$ cat config.mk
export PLATFORM = sky130hd
export DESIGN_NAME = lmp_device_flat
export DESIGN_NICKNAME = d
export VERILOG_FILES = /design/src/hw/lmp_pkg.sv /design/src/hw/lmp_port_if.sv /design/src/hw/lmp_device.sv /design/src/hw/lmp_sync.sv /design/src/flat_wrapper.sv
export SDC_FILE = /design/constraint.sdc
export NUM_CORES = 1
export LEC_CHECK = 0
export BUFFER_PORTS_ARGS = -buffer_cell sky130_fd_sc_hd__buf_2
export CAP_MARGIN = 20
export CORE_MARGIN = 8
export CORE_UTILIZATION = 35
export DETAILED_ROUTE_END_ITERATION = 10
export SKIP_LAST_GASP = 1
export SLEW_MARGIN = 20
export SYNTH_ARGS = -nofsm -noshare
export SYNTH_HDL_FRONTEND = slang
export SYNTH_HIERARCHICAL = 1
export SYNTH_SLANG_ARGS = --single-unit
$ cat constraint.sdc
create_clock -name REF_CLK_I -period 4.29 [get_ports REF_CLK_I]
set_clock_uncertainty 0.1 [all_clocks]
set_input_delay 0.429 -clock REF_CLK_I [delete_from_list [all_inputs] [get_ports REF_CLK_I]]
set_output_delay 0.429 -clock REF_CLK_I [all_outputs]
set_load 0.05 [all_outputs]
$ cat src/hw/lmp_pkg.sv
// Constants and types shared by both ends of the line monitor serial port
package lmp_pkg;
	// ------------------------------------------------------------
	// Register indices
	// ------------------------------------------------------------
	localparam logic [3:0]  RA_VIOL_LO      = 4'h0;
	localparam logic [3:0]  RA_VIOL_HI      = 4'h1;
	localparam logic [3:0]  RA_CRC          = 4'h2;
	localparam logic [3:0]  RA_OOF          = 4'h3;
	localparam logic [3:0]  RA_FE           = 4'h4;
	localparam logic [3:0]  RA_ST1          = 4'h5;
	localparam logic [3:0]  RA_MASK1        = 4'h6;
	localparam logic [3:0]  RA_ST2          = 4'h7;
	localparam logic [3:0]  RA_MASK2        = 4'h8;
	localparam logic [3:0]  RA_CTL1         = 4'h9;
	localparam logic [3:0]  RA_CTL2         = 4'ha;
	localparam logic [3:0]  RA_LAST         = RA_CTL2;
	localparam logic [7:0]  REG_RST         = 8'h00;
	// ------------------------------------------------------------
	// Command byte and register fields
	// ------------------------------------------------------------
	localparam int          CB_RW           = 0;
	localparam int          CB_ADDR_LO      = 1;
	localparam int          CB_ADDR_HI      = 4;
	localparam int          CB_BURST        = 7;
	localparam logic [1:0]  CB_RESERVED     = 2'h0;
	localparam int          C1_FS_EN        = 3;
	localparam int          C1_AUTO_RST     = 4;
	localparam int          C2_ZSUB         = 2;
	localparam int          C2_EXT          = 4;
	localparam int          C2_EXZ          = 5;
	localparam int          S2_VIOL_SAT     = 0;
	localparam int          S2_CRC_SAT      = 1;
	localparam int          S2_OOF_SAT      = 2;
	localparam int          S2_FE_SAT       = 3;
	localparam logic [7:0]  S2_COND_MASK    = 8'hf0;
	localparam logic [15:0] VIOL_MAX        = 16'hffff;
	localparam logic [15:0] CNT8_MAX        = 16'h00ff;
	// ------------------------------------------------------------
	// Bit counting and timing
	// ------------------------------------------------------------
	localparam logic [2:0]  BIT_FIRST       = 3'h0;
	localparam logic [2:0]  BIT_LAST        = 3'h7;
	localparam logic [6:0]  PER_FIRST_RX    = 7'h09;
	localparam logic [6:0]  PER_FIRST_RDATA = 7'h10;
	localparam int          REF_PERIOD_NS   = 8;
	localparam int          SCLK_PERIOD_NS  = 80;
	localparam int          SCLK_HALF_CYC   = SCLK_PERIOD_NS / (2 * REF_PERIOD_NS);
	localparam int          DIV_W           = 8;
	// ------------------------------------------------------------
	// State machines
	// ------------------------------------------------------------
	typedef enum logic [2:0] {DEV_IDLE, DEV_CMD, DEV_WRITE, DEV_READ, DEV_HALT} lmp_dev_fsm_type;
	typedef enum logic [1:0] {HOST_IDLE, HOST_RUN, HOST_TAIL} lmp_host_fsm_type;
endpackage : lmp_pkg

$ cat src/hw/lmp_port_if.sv
// Serial port wires between the host end and the device end
`timescale 1ns/10ps
interface lmp_port_if;
	logic cs_n;
	logic sclk;
	logic serial_in;
	logic serial_out;
	logic sdo_oe;
	logic sdo_line;

	// Floated output reads high, as with a pull-up on the board
	assign sdo_line = sdo_oe ? serial_out : 1'b1;

	modport device (input cs_n, input sclk, input serial_in, output serial_out, output sdo_oe);
	modport host   (output cs_n, output sclk, output serial_in, input sdo_line);
endinterface : lmp_port_if

$ cat src/hw/lmp_device.sv
// Device end: serial register port and presettable error counters
// Summary of operation
// - Command byte precedes every register data byte
// - Bit0 read/write, bits1-4 address, bit7 burst
// - Host sends zeros in bits 5 and 6
// - Everything shifts least significant bit first
// - Chip select high aborts, idles, floats output
// - Input sampled on rising serial clock edge
// - Output changes on falling edge only
// - Write captures next eight bits; output floats
// - Read shifts register on next eight falls
// - Burst at address zero walks all registers
// - Burst read leaves status bits latched
// - Port needs no line clock; clears do
// - Counters preset, count up, flag saturation
// - Auto reset clears counters after any read
// - Reads leave counts; no event lost
// - Violation counter skips substitution codewords
// - Excess-zero mode counts 8 or 16 zeros
// - Violation counter ignores sync loss, saturates
// - Host writes violation low before high
// - CRC counter only in extended mode
// - Out-of-frame counter pauses, saturates, flags
// - Frame error counter selects pattern by mode
// - Status latches; non-burst read clears it
// - Eleven registers at fixed addresses
`timescale 1ns/10ps
module lmp_device
	import lmp_pkg::*;
(
	// Clock and reset
	input  wire logic       REF_CLK_I,
	input  wire logic       RESET_N_I,
	// Serial port
	lmp_port_if.device      PORT,
	// Line clock and framer strobes, taken at line clock rise
	input  wire logic       LINE_CLK_I,
	input  wire logic       SYNC_LOST_I,
	input  wire logic       VIOL_I,
	input  wire logic       CODEWORD_I,
	input  wire logic       ZERO8_I,
	input  wire logic       ZERO16_I,
	input  wire logic       CRC_ERR_I,
	input  wire logic       OOF_EVENT_I,
	input  wire logic       FT_ERR_I,
	input  wire logic       FS_ERR_I,
	input  wire logic       FPS_ERR_I,
	input  wire logic [7:0] STATUS_ONE_COND_I,
	input  wire logic [7:0] STATUS_TWO_COND_I,
	// Alarm and control
	output logic            ALARM_INT_O,
	output logic [7:0]      LINE_CONTROL_ONE_O,
	output logic [7:0]      LINE_CONTROL_TWO_O
);
	// ------------------------------------------------------------
	// State
	// ------------------------------------------------------------
	typedef struct packed {
		lmp_dev_fsm_type state;
		logic [2:0]      bit_cnt;
		logic [7:0]      sh;
		logic [7:0]      tx;
		logic [3:0]      addr;
		logic            burst;
		logic            rd_done;
		logic            sclk_d;
		logic            line_d;
		logic            serial_out;
		logic            sdo_oe;
		logic [15:0]     viol;
		logic [7:0]      viol_hold;
		logic [7:0]      crc;
		logic [7:0]      out_of_frame_event;
		logic [7:0]      fe;
		logic [7:0]      st1;
		logic [7:0]      st2;
		logic [7:0]      mask1;
		logic [7:0]      mask2;
		logic [7:0]      ctl1;
		logic [7:0]      ctl2;
		logic            clr_st1;
		logic            clr_st2;
		logic            clr_cnt;
		logic            irq;
	} lmp_dev_state_type;

	lmp_dev_state_type r_ff;
	lmp_dev_state_type nxt_r;
	logic              cs_n_s;
	logic              sclk_s;
	logic              sdi_s;
	logic              line_s;

	function automatic logic [16:0] sat_inc(input logic [15:0] v, input logic [15:0] max);
		sat_inc = (v == max) ? {1'b1, v} : {1'b0, v + 16'h0001};
	endfunction : sat_inc

	// Serial data is a snapshot; counting goes on in the live counters
	function automatic logic [7:0] rd(input lmp_dev_state_type s, input logic [3:0] a);
		case (a)
			RA_VIOL_LO: rd = s.viol[7:0];
			RA_VIOL_HI: rd = s.viol[15:8];
			RA_CRC:     rd = s.crc;
			RA_OOF:     rd = s.out_of_frame_event;
			RA_FE:      rd = s.fe;
			RA_ST1:     rd = s.st1;
			RA_MASK1:   rd = s.mask1;
			RA_ST2:     rd = s.st2;
			RA_MASK2:   rd = s.mask2;
			RA_CTL1:    rd = s.ctl1;
			RA_CTL2:    rd = s.ctl2;
			default:    rd = REG_RST;
		endcase
	endfunction : rd

	// ------------------------------------------------------------
	// Pin synchronisers
	// ------------------------------------------------------------
	lmp_sync #(.WIDTH(4)) u_sync
	(
		.clk_i     (REF_CLK_I),
		.reset_n_i (RESET_N_I),
		.async_i   ({PORT.cs_n, PORT.sclk, PORT.serial_in, LINE_CLK_I}),
		.sync_o    ({cs_n_s, sclk_s, sdi_s, line_s})
	);

	// ------------------------------------------------------------
	// Next state
	// ------------------------------------------------------------
	always_comb
	begin
		logic        rise;
		logic        fall;
		logic        tick;
		logic        ext;
		logic        ev_v;
		logic        ev_c;
		logic        ev_o;
		logic        ev_f;
		logic [16:0] inc;
		logic [7:0]  set2;
		logic [7:0]  byte_in;
		logic [3:0]  a_next;
		logic [3:0]  a_cmd;
		rise    = sclk_s & ~r_ff.sclk_d;
		fall    = ~sclk_s & r_ff.sclk_d;
		tick    = line_s & ~r_ff.line_d;
		ext     = r_ff.ctl2[C2_EXT];
		ev_v    = r_ff.ctl2[C2_EXZ] ? (r_ff.ctl2[C2_ZSUB] ? ZERO8_I : ZERO16_I)
			: (VIOL_I & ~(r_ff.ctl2[C2_ZSUB] & CODEWORD_I));
		ev_c    = CRC_ERR_I & ~SYNC_LOST_I;
		ev_o    = OOF_EVENT_I & ~SYNC_LOST_I;
		ev_f    = ~SYNC_LOST_I & (ext ? FPS_ERR_I
			: (FT_ERR_I | (r_ff.ctl1[C1_FS_EN] & FS_ERR_I)));
		inc     = '0;
		set2    = STATUS_TWO_COND_I & S2_COND_MASK;
		byte_in = {sdi_s, r_ff.sh[7:1]};
		a_next  = (r_ff.addr == RA_LAST) ? RA_VIOL_LO : r_ff.addr + 4'h1;
		a_cmd   = byte_in[CB_ADDR_HI:CB_ADDR_LO];
		nxt_r   = r_ff;
		nxt_r.sclk_d = sclk_s;
		nxt_r.line_d = line_s;

		// --------------------------------------------------------
		// Line side: counting and status clears need the line clock
		// --------------------------------------------------------
		if (tick)
		begin
			if (r_ff.clr_cnt)
			begin
				nxt_r.viol = '0;
				nxt_r.crc  = REG_RST;
				nxt_r.out_of_frame_event  = REG_RST;
				nxt_r.fe   = REG_RST;
			end
			// A clear and an event on the same tick give a count of one
			if (ev_v)
			begin
				inc = sat_inc(nxt_r.viol, VIOL_MAX);
				nxt_r.viol = inc[15:0];
				set2[S2_VIOL_SAT] = inc[16];
			end
			if (!ext)
				nxt_r.crc = REG_RST;
			else if (ev_c)
			begin
				inc = sat_inc({8'h00, nxt_r.crc}, CNT8_MAX);
				nxt_r.crc = inc[7:0];
				set2[S2_CRC_SAT] = inc[16];
			end
			if (ev_o)
			begin
				inc = sat_inc({8'h00, nxt_r.out_of_frame_event}, CNT8_MAX);
				nxt_r.out_of_frame_event = inc[7:0];
				set2[S2_OOF_SAT] = inc[16];
			end
			if (ev_f)
			begin
				inc = sat_inc({8'h00, nxt_r.fe}, CNT8_MAX);
				nxt_r.fe = inc[7:0];
				set2[S2_FE_SAT] = inc[16];
			end
			// Set wins over a pending clear; live conditions keep their bit
			nxt_r.st1     = (r_ff.clr_st1 ? REG_RST : r_ff.st1) | STATUS_ONE_COND_I;
			nxt_r.st2     = (r_ff.clr_st2 ? REG_RST : r_ff.st2) | set2;
			nxt_r.clr_st1 = 1'b0;
			nxt_r.clr_st2 = 1'b0;
			nxt_r.clr_cnt = 1'b0;
		end

		// --------------------------------------------------------
		// Serial port
		// --------------------------------------------------------
		if (cs_n_s)
		begin
			if (r_ff.rd_done && r_ff.ctl1[C1_AUTO_RST])
				nxt_r.clr_cnt = 1'b1;
			nxt_r.state   = DEV_IDLE;
			nxt_r.sdo_oe  = 1'b0;
			nxt_r.bit_cnt = BIT_FIRST;
			nxt_r.rd_done = 1'b0;
		end
		else
		begin
			case (r_ff.state)
				DEV_IDLE:
				begin
					nxt_r.state   = DEV_CMD;
					nxt_r.bit_cnt = BIT_FIRST;
				end
				DEV_CMD:
				begin
					if (rise)
					begin
						nxt_r.sh      = byte_in;
						nxt_r.bit_cnt = r_ff.bit_cnt + 3'h1;
						if (r_ff.bit_cnt == BIT_LAST)
						begin
							nxt_r.addr  = a_cmd;
							nxt_r.burst = byte_in[CB_BURST] && (a_cmd == RA_VIOL_LO);
							if (byte_in[CB_RW])
							begin
								nxt_r.state = DEV_READ;
								nxt_r.tx    = rd(r_ff, a_cmd);
							end
							else
								nxt_r.state = DEV_WRITE;
						end
					end
				end
				DEV_WRITE:
				begin
					if (rise)
					begin
						nxt_r.sh      = byte_in;
						nxt_r.bit_cnt = r_ff.bit_cnt + 3'h1;
						if (r_ff.bit_cnt == BIT_LAST)
						begin
							case (r_ff.addr)
								RA_VIOL_LO: nxt_r.viol_hold = byte_in;
								RA_VIOL_HI: nxt_r.viol      = {byte_in, r_ff.viol_hold};
								RA_CRC:     nxt_r.crc       = byte_in;
								RA_OOF:     nxt_r.out_of_frame_event       = byte_in;
								RA_FE:      nxt_r.fe        = byte_in;
								RA_MASK1:   nxt_r.mask1     = byte_in;
								RA_MASK2:   nxt_r.mask2     = byte_in;
								RA_CTL1:    nxt_r.ctl1      = byte_in;
								RA_CTL2:    nxt_r.ctl2      = byte_in;
								default:    nxt_r.viol_hold = r_ff.viol_hold;
							endcase
							if (r_ff.burst)
								nxt_r.addr = a_next;
							else
								nxt_r.state = DEV_HALT;
						end
					end
				end
				DEV_READ:
				begin
					if (fall)
					begin
						nxt_r.serial_out    = r_ff.tx[0];
						nxt_r.tx     = {1'b0, r_ff.tx[7:1]};
						nxt_r.sdo_oe = 1'b1;
					end
					if (rise)
					begin
						nxt_r.bit_cnt = r_ff.bit_cnt + 3'h1;
						if (r_ff.bit_cnt == BIT_LAST)
						begin
							nxt_r.rd_done = 1'b1;
							// Burst reads never disturb the latched status
							if (!r_ff.burst && (r_ff.addr == RA_ST1))
								nxt_r.clr_st1 = 1'b1;
							if (!r_ff.burst && (r_ff.addr == RA_ST2))
								nxt_r.clr_st2 = 1'b1;
							if (r_ff.burst)
							begin
								nxt_r.addr = a_next;
								nxt_r.tx   = rd(r_ff, a_next);
							end
							else
								nxt_r.state = DEV_HALT;
						end
					end
				end
				DEV_HALT:
				begin
					// Last bit stays until the next fall, then the pin floats
					if (fall)
						nxt_r.sdo_oe = 1'b0;
				end
				default:
					nxt_r.state = DEV_IDLE;
			endcase
		end
		nxt_r.irq = |(r_ff.st1 & r_ff.mask1) | |(r_ff.st2 & r_ff.mask2);
	end

	always_ff @(posedge REF_CLK_I or negedge RESET_N_I)
	begin
		if (!RESET_N_I)
			r_ff <= '0;
		else
			r_ff <= nxt_r;
	end

	// ------------------------------------------------------------
	// Outputs
	// ------------------------------------------------------------
	assign PORT.serial_out           = r_ff.serial_out;
	assign PORT.sdo_oe        = r_ff.sdo_oe;
	assign ALARM_INT_O        = r_ff.irq;
	assign LINE_CONTROL_ONE_O = r_ff.ctl1;
	assign LINE_CONTROL_TWO_O = r_ff.ctl2;
endmodule : lmp_device

$ cat src/hw/lmp_sync.sv
// Two-stage synchroniser for inputs from outside the clock domain
`timescale 1ns/10ps
module lmp_sync
	import lmp_pkg::*;
#(
	parameter int WIDTH = 1
)
(
	// Clock and reset
	input  wire logic             clk_i,
	input  wire logic             reset_n_i,
	// Data
	input  wire logic [WIDTH-1:0] async_i,
	output logic      [WIDTH-1:0] sync_o
);
	typedef struct packed {
		logic [WIDTH-1:0] meta;
		logic [WIDTH-1:0] stable;
	} lmp_sync_state_type;

	lmp_sync_state_type r_ff;
	lmp_sync_state_type nxt_r;

	// First stage feeds only the second stage
	always_comb
	begin
		nxt_r.meta   = async_i;
		nxt_r.stable = r_ff.meta;
	end

	always_ff @(posedge clk_i or negedge reset_n_i)
	begin
		if (!reset_n_i)
			r_ff <= '0;
		else
			r_ff <= nxt_r;
	end

	assign sync_o = r_ff.stable;
endmodule : lmp_sync

$ cat src/flat_wrapper.sv
// flat-port wrapper written by rule: the top's interface ports become plain ports
module lmp_device_flat import lmp_pkg::*;
  (REF_CLK_I, RESET_N_I, LINE_CLK_I, SYNC_LOST_I, VIOL_I, CODEWORD_I, ZERO8_I, ZERO16_I, CRC_ERR_I, OOF_EVENT_I, FT_ERR_I, FS_ERR_I, FPS_ERR_I, STATUS_ONE_COND_I, STATUS_TWO_COND_I, ALARM_INT_O, LINE_CONTROL_ONE_O, LINE_CONTROL_TWO_O, PORT_cs_n, PORT_sclk, PORT_serial_in, PORT_serial_out, PORT_sdo_oe);
  lmp_port_if PORT_i ();
  input  wire logic REF_CLK_I;
  input  wire logic RESET_N_I;
  input  wire logic LINE_CLK_I;
  input  wire logic SYNC_LOST_I;
  input  wire logic VIOL_I;
  input  wire logic CODEWORD_I;
  input  wire logic ZERO8_I;
  input  wire logic ZERO16_I;
  input  wire logic CRC_ERR_I;
  input  wire logic OOF_EVENT_I;
  input  wire logic FT_ERR_I;
  input  wire logic FS_ERR_I;
  input  wire logic FPS_ERR_I;
  input  wire logic [7:0] STATUS_ONE_COND_I;
  input  wire logic [7:0] STATUS_TWO_COND_I;
  output logic ALARM_INT_O;
  output logic [7:0] LINE_CONTROL_ONE_O;
  output logic [7:0] LINE_CONTROL_TWO_O;
  input wire logic [$bits(PORT_i.cs_n)-1:0] PORT_cs_n;
  input wire logic [$bits(PORT_i.sclk)-1:0] PORT_sclk;
  input wire logic [$bits(PORT_i.serial_in)-1:0] PORT_serial_in;
  output wire logic [$bits(PORT_i.serial_out)-1:0] PORT_serial_out;
  output wire logic [$bits(PORT_i.sdo_oe)-1:0] PORT_sdo_oe;
  assign PORT_i.cs_n = PORT_cs_n;
  assign PORT_i.sclk = PORT_sclk;
  assign PORT_i.serial_in = PORT_serial_in;
  assign PORT_serial_out = PORT_i.serial_out;
  assign PORT_sdo_oe = PORT_i.sdo_oe;
  lmp_device u_core (.REF_CLK_I(REF_CLK_I), .RESET_N_I(RESET_N_I), .PORT(PORT_i), .LINE_CLK_I(LINE_CLK_I), .SYNC_LOST_I(SYNC_LOST_I), .VIOL_I(VIOL_I), .CODEWORD_I(CODEWORD_I), .ZERO8_I(ZERO8_I), .ZERO16_I(ZERO16_I), .CRC_ERR_I(CRC_ERR_I), .OOF_EVENT_I(OOF_EVENT_I), .FT_ERR_I(FT_ERR_I), .FS_ERR_I(FS_ERR_I), .FPS_ERR_I(FPS_ERR_I), .STATUS_ONE_COND_I(STATUS_ONE_COND_I), .STATUS_TWO_COND_I(STATUS_TWO_COND_I), .ALARM_INT_O(ALARM_INT_O), .LINE_CONTROL_ONE_O(LINE_CONTROL_ONE_O), .LINE_CONTROL_TWO_O(LINE_CONTROL_TWO_O));
endmodule
# Yosys cells after proc, flatten, opt, wreduce, memory -nomap -nowiden
# Index checks and enable logic that the tools add are counted.
op_classes:
  add_sub_neg: 6
  eq_ne: 55
  n_mux: 80
  bitwise: 21
  reduce_logical: 33
ops:
  columns: ["cell", "count"]
  rows:
  - ["2-to-1 mux 48 bit", 4]
  - ["one-hot mux 8 bit (11 select lines)", 2]
  - ["2-to-1 mux 8 bit", 12]
  - ["2-to-1 mux 16 bit", 5]
  - ["2-to-1 mux 17 bit", 4]
  - ["equality test 4 x 3 -> 1 bit, second input constant", 12]
  - ["2-to-1 mux 24 bit", 2]
  - ["2-to-1 mux 40 bit", 1]
  - ["equality test 4 bit, second input constant", 9]
  - ["2-to-1 mux 12 bit", 3]
  - ["AND reduction 5 bit", 7]
  - ["one-hot mux 8 bit (2 select lines)", 2]
  - ["adder 8 x 1 -> 9 bit, second input constant", 3]
  - ["2-to-1 mux 27 bit", 1]
  - ["equality test 4 x 2 -> 1 bit, second input constant", 6]
  - ["equality test 8 bit, second input constant", 3]
  - ["2-to-1 mux 1 bit", 24]
  - ["inequality test 2 x 1 -> 1 bit, second input constant", 9]
  - ["inequality test 3 x 2 -> 1 bit, second input constant", 6]
  - ["adder 16 x 1 -> 16 bit, second input constant", 1]
  - ["bitwise AND 8 bit", 2]
  - ["equality test 16 bit, second input constant", 1]
  - ["2-to-1 mux 4 bit", 4]
  - ["OR 8 bit", 2]
  - ["30 further kinds", 70]
totals:
  register_bits: 140
  inputBits: 32
  out_inout_bits: 19
  word_cells: 223

# Depth between registers and ports, before layout
# Gate-level depths: netlist of run 1.
depth:
  depth_word: 15
  mapped_depth: 12
  mapped_depth_nobuf: 8

# Modules after synthesis
# Netlist of run 1, hierarchy kept.
modules_own_cells:
  columns: ["module", "instances", "cells_each", "area_per_inst_um2", "seq_area_each_um2"]
  rows:
  - ["lmp_device", 1, 1024, 8831.0, 3278.1]
  - ["lmp_sync", 1, 8, 200.2, 200.2]

# Least setup slack after synthesis of run 1
# No wires, ideal clock.
synth_path:
  path_kind: "register to register"
  from: "reg u_core/r_ff[1] (netlist bit)"
  to: "reg u_core/r_ff[72] (netlist bit)"
  setup_time_ns: 0.077
  arrival_time_ns: 2.614
  t_required_ns: 4.113
  slack_ns: 1.498
  stages_incl_launch_ff: 13
  n_path_buf: 4
  period_less_slack_ns: 2.792
  path_cell_list: "dfrtp_1 > buf_2 > buf_2 > buf_1 > nor2b_1 > ha_1 > and3b_1 > a41o_1 > buf_6 > or4_1 > nand2_1 > a22oi_1 > a21oi_1"
synth_rtl:
  columns: ["element", "line_no", "text"]
  rows:
  - ["start, declared", "lmp_device.sv:87", "lmp_dev_state_type r_ff;"]
  - ["start signal, assigned", "lmp_device.sv:325", "r_ff <= nxt_r;"]

# Worst setup path in the final report of run 1
layout_path:
  from: "reg u_core/r_ff[108] (netlist bit)"
  to: "reg u_core/r_ff[29] (netlist bit)"
layout_between:
  elab_chain_cells: 2
layout_rtl:
  columns: ["element", "line_no", "text"]
  rows:
  - ["equality test 4 x 3 -> 1 bit", "lmp_device.sv:259", "case (r_ff.addr)"]
  - ["AND reduction 5 bit (no source line)", null, null]
# No other way between the ends.
# A chain may end at the register's enable or synchronous reset.

==> reports/metrics.csv, run 1 <==
stage,metric,value,unit
power,combPwrFrac,0.241,
sta,final_hold_viol_count,0,
sta,relSlewSlack,0.278,
sta,min_period,2.87,ns
power,p_leak,4.12,nW
synth,synth.distinct_cells,79,
synth,synthesis.area,0.00903,mm^2
sta,setup_viol,0,
synth,synth-seq-cells,139,
final_layout,areaGrowthSynthToFinish,11.1,%
status,status,"complete, no violations",
detailed_routing,drtPass1Iterations,5,
place,gp_congestion,0.963,
clocking,cts_buffer_depth,2,
power,switchingPower,1.56,mW
grt,grt_max_degree,78,
floorplanning,design.die.area,0.0312,mm^2
sta,fin_crit_sh,0.668,
grt,grt_pass1_vias,8031,
synth,yosysTopAreaCell,dfrtp_1,
grt,grt_pass1_wl,48900,um
final_layout,drive_gt1_frac,0.151,
detailed_routing,postRouteAntennaNets,0,
critical_path,worstPathRequired,4.50,ns
critical_path,r2r_cells,3,
synth,ys_warn_count,6,
critical_path,worst-setup-path-type,flip-flop to flip-flop,
clocking,cts.root.buffer_cell,clkbuf_16,
detailed_routing,wirelength,31700,um
floorplanning,io_pins,51,
detailed_routing,viasPerCell,6.10,
final_layout,final_nets,1059,
synth,synth-edff-count,0,
synth,synth-seq-area-share,0.385,
clocking,clock_latency,0.43,ns
power,power.total,4.47,mW
synth,synthTopCellsByCount,"dfrtp_1 (139), nand2_1 (105), nor2_1 (95)",
worst_hold_path,hold_path.class,input port to flip-flop,
critical_path,r2r_slack,1.42,ns
synth,yosysMostFrequentCell,dfrtp_1,
floorplanning,die_h,177,um
final_layout,stdcell_count,1364,
critical_path,cp-start-kind,flip-flop,
power,p_per_area,445,mW/mm^2
place,portBuffers,46,
worst_hold_path,hp-start,PORT_cs_n,
place,hpwl,22900,um
critical_path,end_kind,flip-flop,
floorplanning,die-width,177,um
critical_path,reg2reg_to,u_core/r_ff[29]$_DFFE_PN0P_,
clocking,cts_resized,0,
sta,drv_slew,0,
detailed_routing,drc,0,
final_layout,diodes,0,
floorplanning,placementRows,58,
sta,rsz0062_at_grt,no,
sta,tns,0,ns
synth,synth.avg_cell_area,8.75,um^2
synth,async_flop_share,1.00,
synth,synth_top_cells_by_area,"dfrtp_1 (39%), mux2_2 (6.4%), nand2_1 (4.4%)",
clocking,clkSlewWorstSetupHoldPaths,0.06,ns
grt,antenna_found_initial,0,
worst_hold_path,worst_hold_path.num_cells,1,
worst_hold_path,hold_path_end,u_core/u_sync/nxt_r[3]$_DFF_PN0_,
grt,grt_use_total,0.204,
floorplanning,design.core.area,0.0253,mm^2
floorplanning,start_util,0.358,
job,maxCapViolCount,0,
grt,overflow,0,
clocking,cts.sinks,139,
sta,max_freq,349,MHz
detailed_routing,vias,8314,
synth,synthesis.instances,1032,
place,dp_cells,1328,
synth,yosysTopAreaCellShare,0.385,
synth,synth_flop_cell,dfrtp_1,
detailed_routing,wl_per_cell,23.2,um
clocking,cts-buffers-inserted,17,
power,switching_share,0.349,
synth,syn_nets,1070,
power,p_seq_frac,0.391,
clocking,post_cts_buffers,0,
power,peakVddDrop,0.249,mV
clocking,htreeDepth,4,
final_layout,fillCellCount,2555,
clocking,cts_tree,done,
critical_path,worstReg2RegStart,u_core/r_ff[108]$_DFFE_PN0P_,
power,pwr-share-clk,0.368,
detailed_routing,drtIter0Drc,821,
power,p_int,2.91,mW
final_layout,fin_util,0.397,
sta,worst_slew_pin_slew,1.08,ns
clocking,postCtsHoldBufs,4,
critical_path,crit_arrival,3.07,ns
critical_path,cp_max_fo,16,
==> final cells by class <==
cell class                      count  area [um^2]  share of cell area
Timing Repair Buffer               70          427              0.0425
Tap cell                          330          413              0.0412
Clock buffer                       21          460              0.0459
Clock inverter                     11          191              0.0191
Inverter                           13         48.8             0.00486
Multi-Input combinational cell    780         5010               0.500
Sequential cell                   139         3480               0.347
==> worst max path at each step <==
stage,from,end,slack [ns],cells past startpoint
after CTS,u_core/r_ff[1]$_DFF_PN0_,u_core/r_ff[56]$_DFF_PN0_,1.48,9
final,u_core/r_ff[108]$_DFFE_PN0P_,u_core/r_ff[29]$_DFFE_PN0P_,1.42,3
after global routing,u_core/r_ff[1]$_DFF_PN0_,u_core/r_ff[84]$_DFF_PN0_,1.24,9
after detailed placement,u_core/r_ff[1]$_DFF_PN0_,u_core/r_ff[56]$_DFF_PN0_,1.49,9
after global placement,u_core/r_ff[122]$_DFFE_PN0P_,u_core/r_ff[112]$_DFFE_PN0P_,1.51,5
after floorplan,u_core/r_ff[1]$_DFF_PN0_,u_core/r_ff[72]$_DFF_PN0_,1.50,12
==> state kept, by name (all words and copies together) (netlist names) <==
| register | flops |
|---|---|
| u_core/ALARM_INT_O | 1 |
| u_core/r_ff | 112 |
| u_core/PORT.serial_out | 1 |
| u_core/LINE_CONTROL_ONE_O | 8 |
| u_core/u_sync/nxt_r | 4 |
| u_core/PORT.sdo_oe | 1 |
| u_core/LINE_CONTROL_TWO_O | 8 |
| u_core/u_sync/sync_o | 4 |
==> cell families (layout without fill, tap and decap cells) <==
group,Yosys count,count (layout),share of synthesized area
adders and majority gates,6,6,0.00831
buffers and inverters,113,115,0.0601
xor gates and xnor gates,8,8,0.00776
AOI/OAI and AO/OA,307,307,0.226
muxes,83,83,0.103
DFF,139,139,0.385
and+or+nand+nor,376,376,0.209
==> per-stage QoR <==
| stage | hold WS [ns] | instance area (um^2) | setup WS (ns) |
|---|---|---|---|
| 5_1_grt | 0.00360 | 10000 | 1.24 |
| 3_5_place_dp | 0.236 | 9340 | 1.49 |
| 2_1_floorplan | 0.0334 | 9030 | 1.50 |
| 3_3_place_gp | 0.232 | 9340 | 1.51 |
| 4_1_cts | 0.000284 | 10000 | 1.48 |
| 6_report | 0.0166 | 10000 | 1.42 |
==> worst max-delay path, stage by stage (launching register included) <==
cell	delay [ns]
dfrtp_1	0.74
nor2b_1	0.83
nand3_1	0.62
mux2_2	0.45
==> routing by layer <==
layer  part of all wire  vias to the layer above  global-route usage
li1                   -                     3783                   -
met1               0.44                     4117               0.279
met2               0.45                      348               0.308
met3              0.072                       66              0.0380
met4              0.038                        0              0.0932
met5                  0                        -                   0
==> power groups by stage <==
stage / Clock, mW / Combinational [mW] / Sequential [mW]
4_1_cts: 1.68 / 1.06 / 1.72
5_1_grt: 1.72 / 1.18 / 1.75
3_3_place_gp: 0 / 1.05 / 1.75
6_report: 1.65 / 1.08 / 1.74
2_1_floorplan: 0 / 0.853 / 1.53
3_5_place_dp: 0 / 1.06 / 1.75
==> placed cells by master (no fill, tap or decap), drive strengths merged, types with 13 or more instances in the layout <==
cell type  instances
clkbuf            21
a31oi             32
nand2b            14
nand3b            13
mux2i             29
nor3              24
a21oi             65
buf               66
o21ai             72
inv               13
nand3             31
mux2              51
dfrtp            139
nand2            105
nor2b             32
a22oi             19
nor2              95
a22o              22
(Power assumes the default switching activity.)
==> inputs of run 2 (changes only) <==
Clock period 4.29 ns to 2.9 ns, I/O delays scaled along.
==> run 2 against run 1 <==
Effect of this change:
- via count grew 3.4%
- critical path depth up 6
- fmax grew 9.3%
- sequential cell count is the same
- clock power up 50%
- total power rose by 52%
- non-clock buffer count grew 59
- global-route usage rose by 1.6 points
- sequential power increased by 46%
- hold slack worse by 0.0067 ns
==> reports/metrics.csv, run 2 (synthesis gave the netlist of run 1 again) <==
stage,metric,value,unit
detailed_routing,wl_per_cell,23.9,um
status,status,"complete, no violations",
sta,drv_slew,0,
grt,overflow,0,
critical_path,crit_arrival,2.87,ns
place,gp_congestion,1.01,
detailed_routing,drtIter0Drc,907,
worst_hold_path,worst_hold_path.num_cells,2,
critical_path,worst-setup-path-type,flip-flop to flip-flop,
detailed_routing,wirelength,34100,um
power,p_per_area,643,mW/mm^2
final_layout,final-seq-area,0.00348,mm^2
job,maxCapViolCount,0,
final_layout,final_nets,1118,
floorplanning,start_util,0.358,
grt,grt_max_degree,70,
final_layout,fillCellCount,2529,
detailed_routing,drtPass1Iterations,7,
sta,min_period,2.62,ns
final_layout,multi_input_area,0.00501,mm^2
critical_path,cp-start-kind,flip-flop,
final_layout,largest_reg_flops,112,
power,p_seq_frac,0.373,
clocking,clock_latency,0.42,ns
power,combPwrFrac,0.264,
detailed_routing,postRouteAntennaNets,0,
power,pwr-share-clk,0.363,
final_layout,fin_util,0.419,
sta,relSlewSlack,0.494,
critical_path,worstPathRequired,3.15,ns
clocking,htreeDepth,4,
place,hpwl,25200,um
floorplanning,die_h,177,um
sta,max_freq,381,MHz
detailed_routing,drc,0,
worst_hold_path,hold_path.class,input port to flip-flop,
floorplanning,io_pins,51,
sta,fin_crit_sh,0.904,
critical_path,cp_max_fo,29,
sta,rsz0062_at_grt,no,
power,peakVddDrop,0.416,mV
detailed_routing,viasPerCell,6.04,
sta,worst_slew_pin_slew,0.760,ns
floorplanning,placementRows,58,
place,pre_cts_ws,0.378,ns
final_layout,final_cell_mix,"dfrtp_1 (139), nand2_1 (105), nor2_1 (95), o21ai_0 (70), a21oi_1 (65)",
grt,grt_pass1_wl,52200,um
clocking,cts_buffer_depth,2,
grt,grt_use_total,0.220,
final_layout,regMostFlops,u_core/r_ff,
clocking,cts.root.buffer_cell,clkbuf_16,
clocking,cts.sinks,139,
place,portBuffers,46,
sta,layout_setup_ws,0.278,ns
final_layout,areaGrowthSynthToFinish,17.2,%
sta,setup_viol,0,
floorplanning,design.die.area,0.0312,mm^2
grt,grt_pass1_vias,8321,
clocking,clkSlewWorstSetupHoldPaths,0.06,ns
final_layout,drive_gt1_frac,0.190,
clocking,cts_tree,done,
clocking,post_cts_buffers,0,
floorplanning,design.core.area,0.0253,mm^2
floorplanning,die-width,177,um
sta,tns,0,ns
critical_path,r2r_cells,9,
sta,final_hold_viol_count,0,
power,switching_share,0.352,
critical_path,end_kind,flip-flop,
grt,antenna_found_initial,1,
detailed_routing,vias,8600,
power,p_leak,4.43,nW
final_layout,diodes,0,
power,switchingPower,2.40,mW
clocking,cts-buffers-inserted,17,
power,p_int,4.41,mW
final_layout,final_common_cell,dfrtp_1,
## run 2: changes by cell type in the layout (fill, tap and decap cells not counted)
cell,delta
clkinv_4,+1
buf_12,+7
clkbuf_1,-2
inv_6,+2
clkbuf_8,-1
dlygate4sd3_1,+9
buf_4,+43
## run 2: worst paths after layout
path                                             startpoint                           endpoint  slack (ns)
setup / recovery                   u_core/r_ff[1]$_DFF_PN0_          u_core/r_ff[84]$_DFF_PN0_        0.28
hold / removal                         STATUS_ONE_COND_I[1]        u_core/r_ff[45]$_DFFE_PN0P_        0.01
setup reg to reg                   u_core/r_ff[1]$_DFF_PN0_          u_core/r_ff[84]$_DFF_PN0_        0.28
hold reg to reg            u_core/u_sync/nxt_r[2]$_DFF_PN0_  u_core/u_sync/sync_o[2]$_DFF_PN0_        0.24
max in group asynchronous                         RESET_N_I        u_core/r_ff[25]$_DFFE_PN0P_        1.69
min in group asynchronous                         RESET_N_I        u_core/r_ff[76]$_DFFE_PN0P_        0.26
## run 2: power by group through the flow
stage / clock, mW / sequential, mW / combinational (mW)
floorplan: 0 / 2.27 / 1.26
global route: 2.59 / 2.55 / 1.96
finish: 2.47 / 2.54 / 1.80
global placement: 0 / 2.55 / 1.73
detailed placement: 0 / 2.56 / 1.75
CTS: 2.50 / 2.52 / 1.77
## run 2: per-stage QoR
stage	area [um^2]	hold slack (ns)	instances	total power, mW
finish	10600	0.00983	1423	6.81
global route	10600	0.00395	1423	7.10
CTS	10600	0.00184	1423	6.79
detailed placement	9800	0.162	1378	4.30
global placement	9800	0.159	1378	4.28
floorplan	9030	-0.106	1032	3.53
## run 2: metal layers
metal,up-vias,track usage,share of wire
met4,2,0.0893,0.033
met1,4260,0.293,0.44
met5,-,0,0.00035
li1,3903,-,-
met3,68,0.0418,0.066
met2,367,0.346,0.46
## run 2: what timing repair did
item	CTS	global route
endpoints found under the hold margin	55	0
hold buffers	13	0
gates resized for setup	0	0
## run 2: area by class of cell
type                       count  area share
tap                          330      0.0390
clock inverter                14      0.0206
clock buffer                  18      0.0415
inverter                      13     0.00461
sequential                   139       0.328
timing repair buffer         129      0.0925
multi-input combinational    780       0.473
## run 2: critical path, cell delays in order, from the launching register on
cell and delay, ns:
dfrtp_1 0.54, buf_12 0.25, nor2b_1 0.12, ha_1 0.31
nand4b_1 0.15, nor3_1 0.31, a21boi_1 0.22, and2_1 0.23
xor2_1 0.16, a21oi_1 0.14
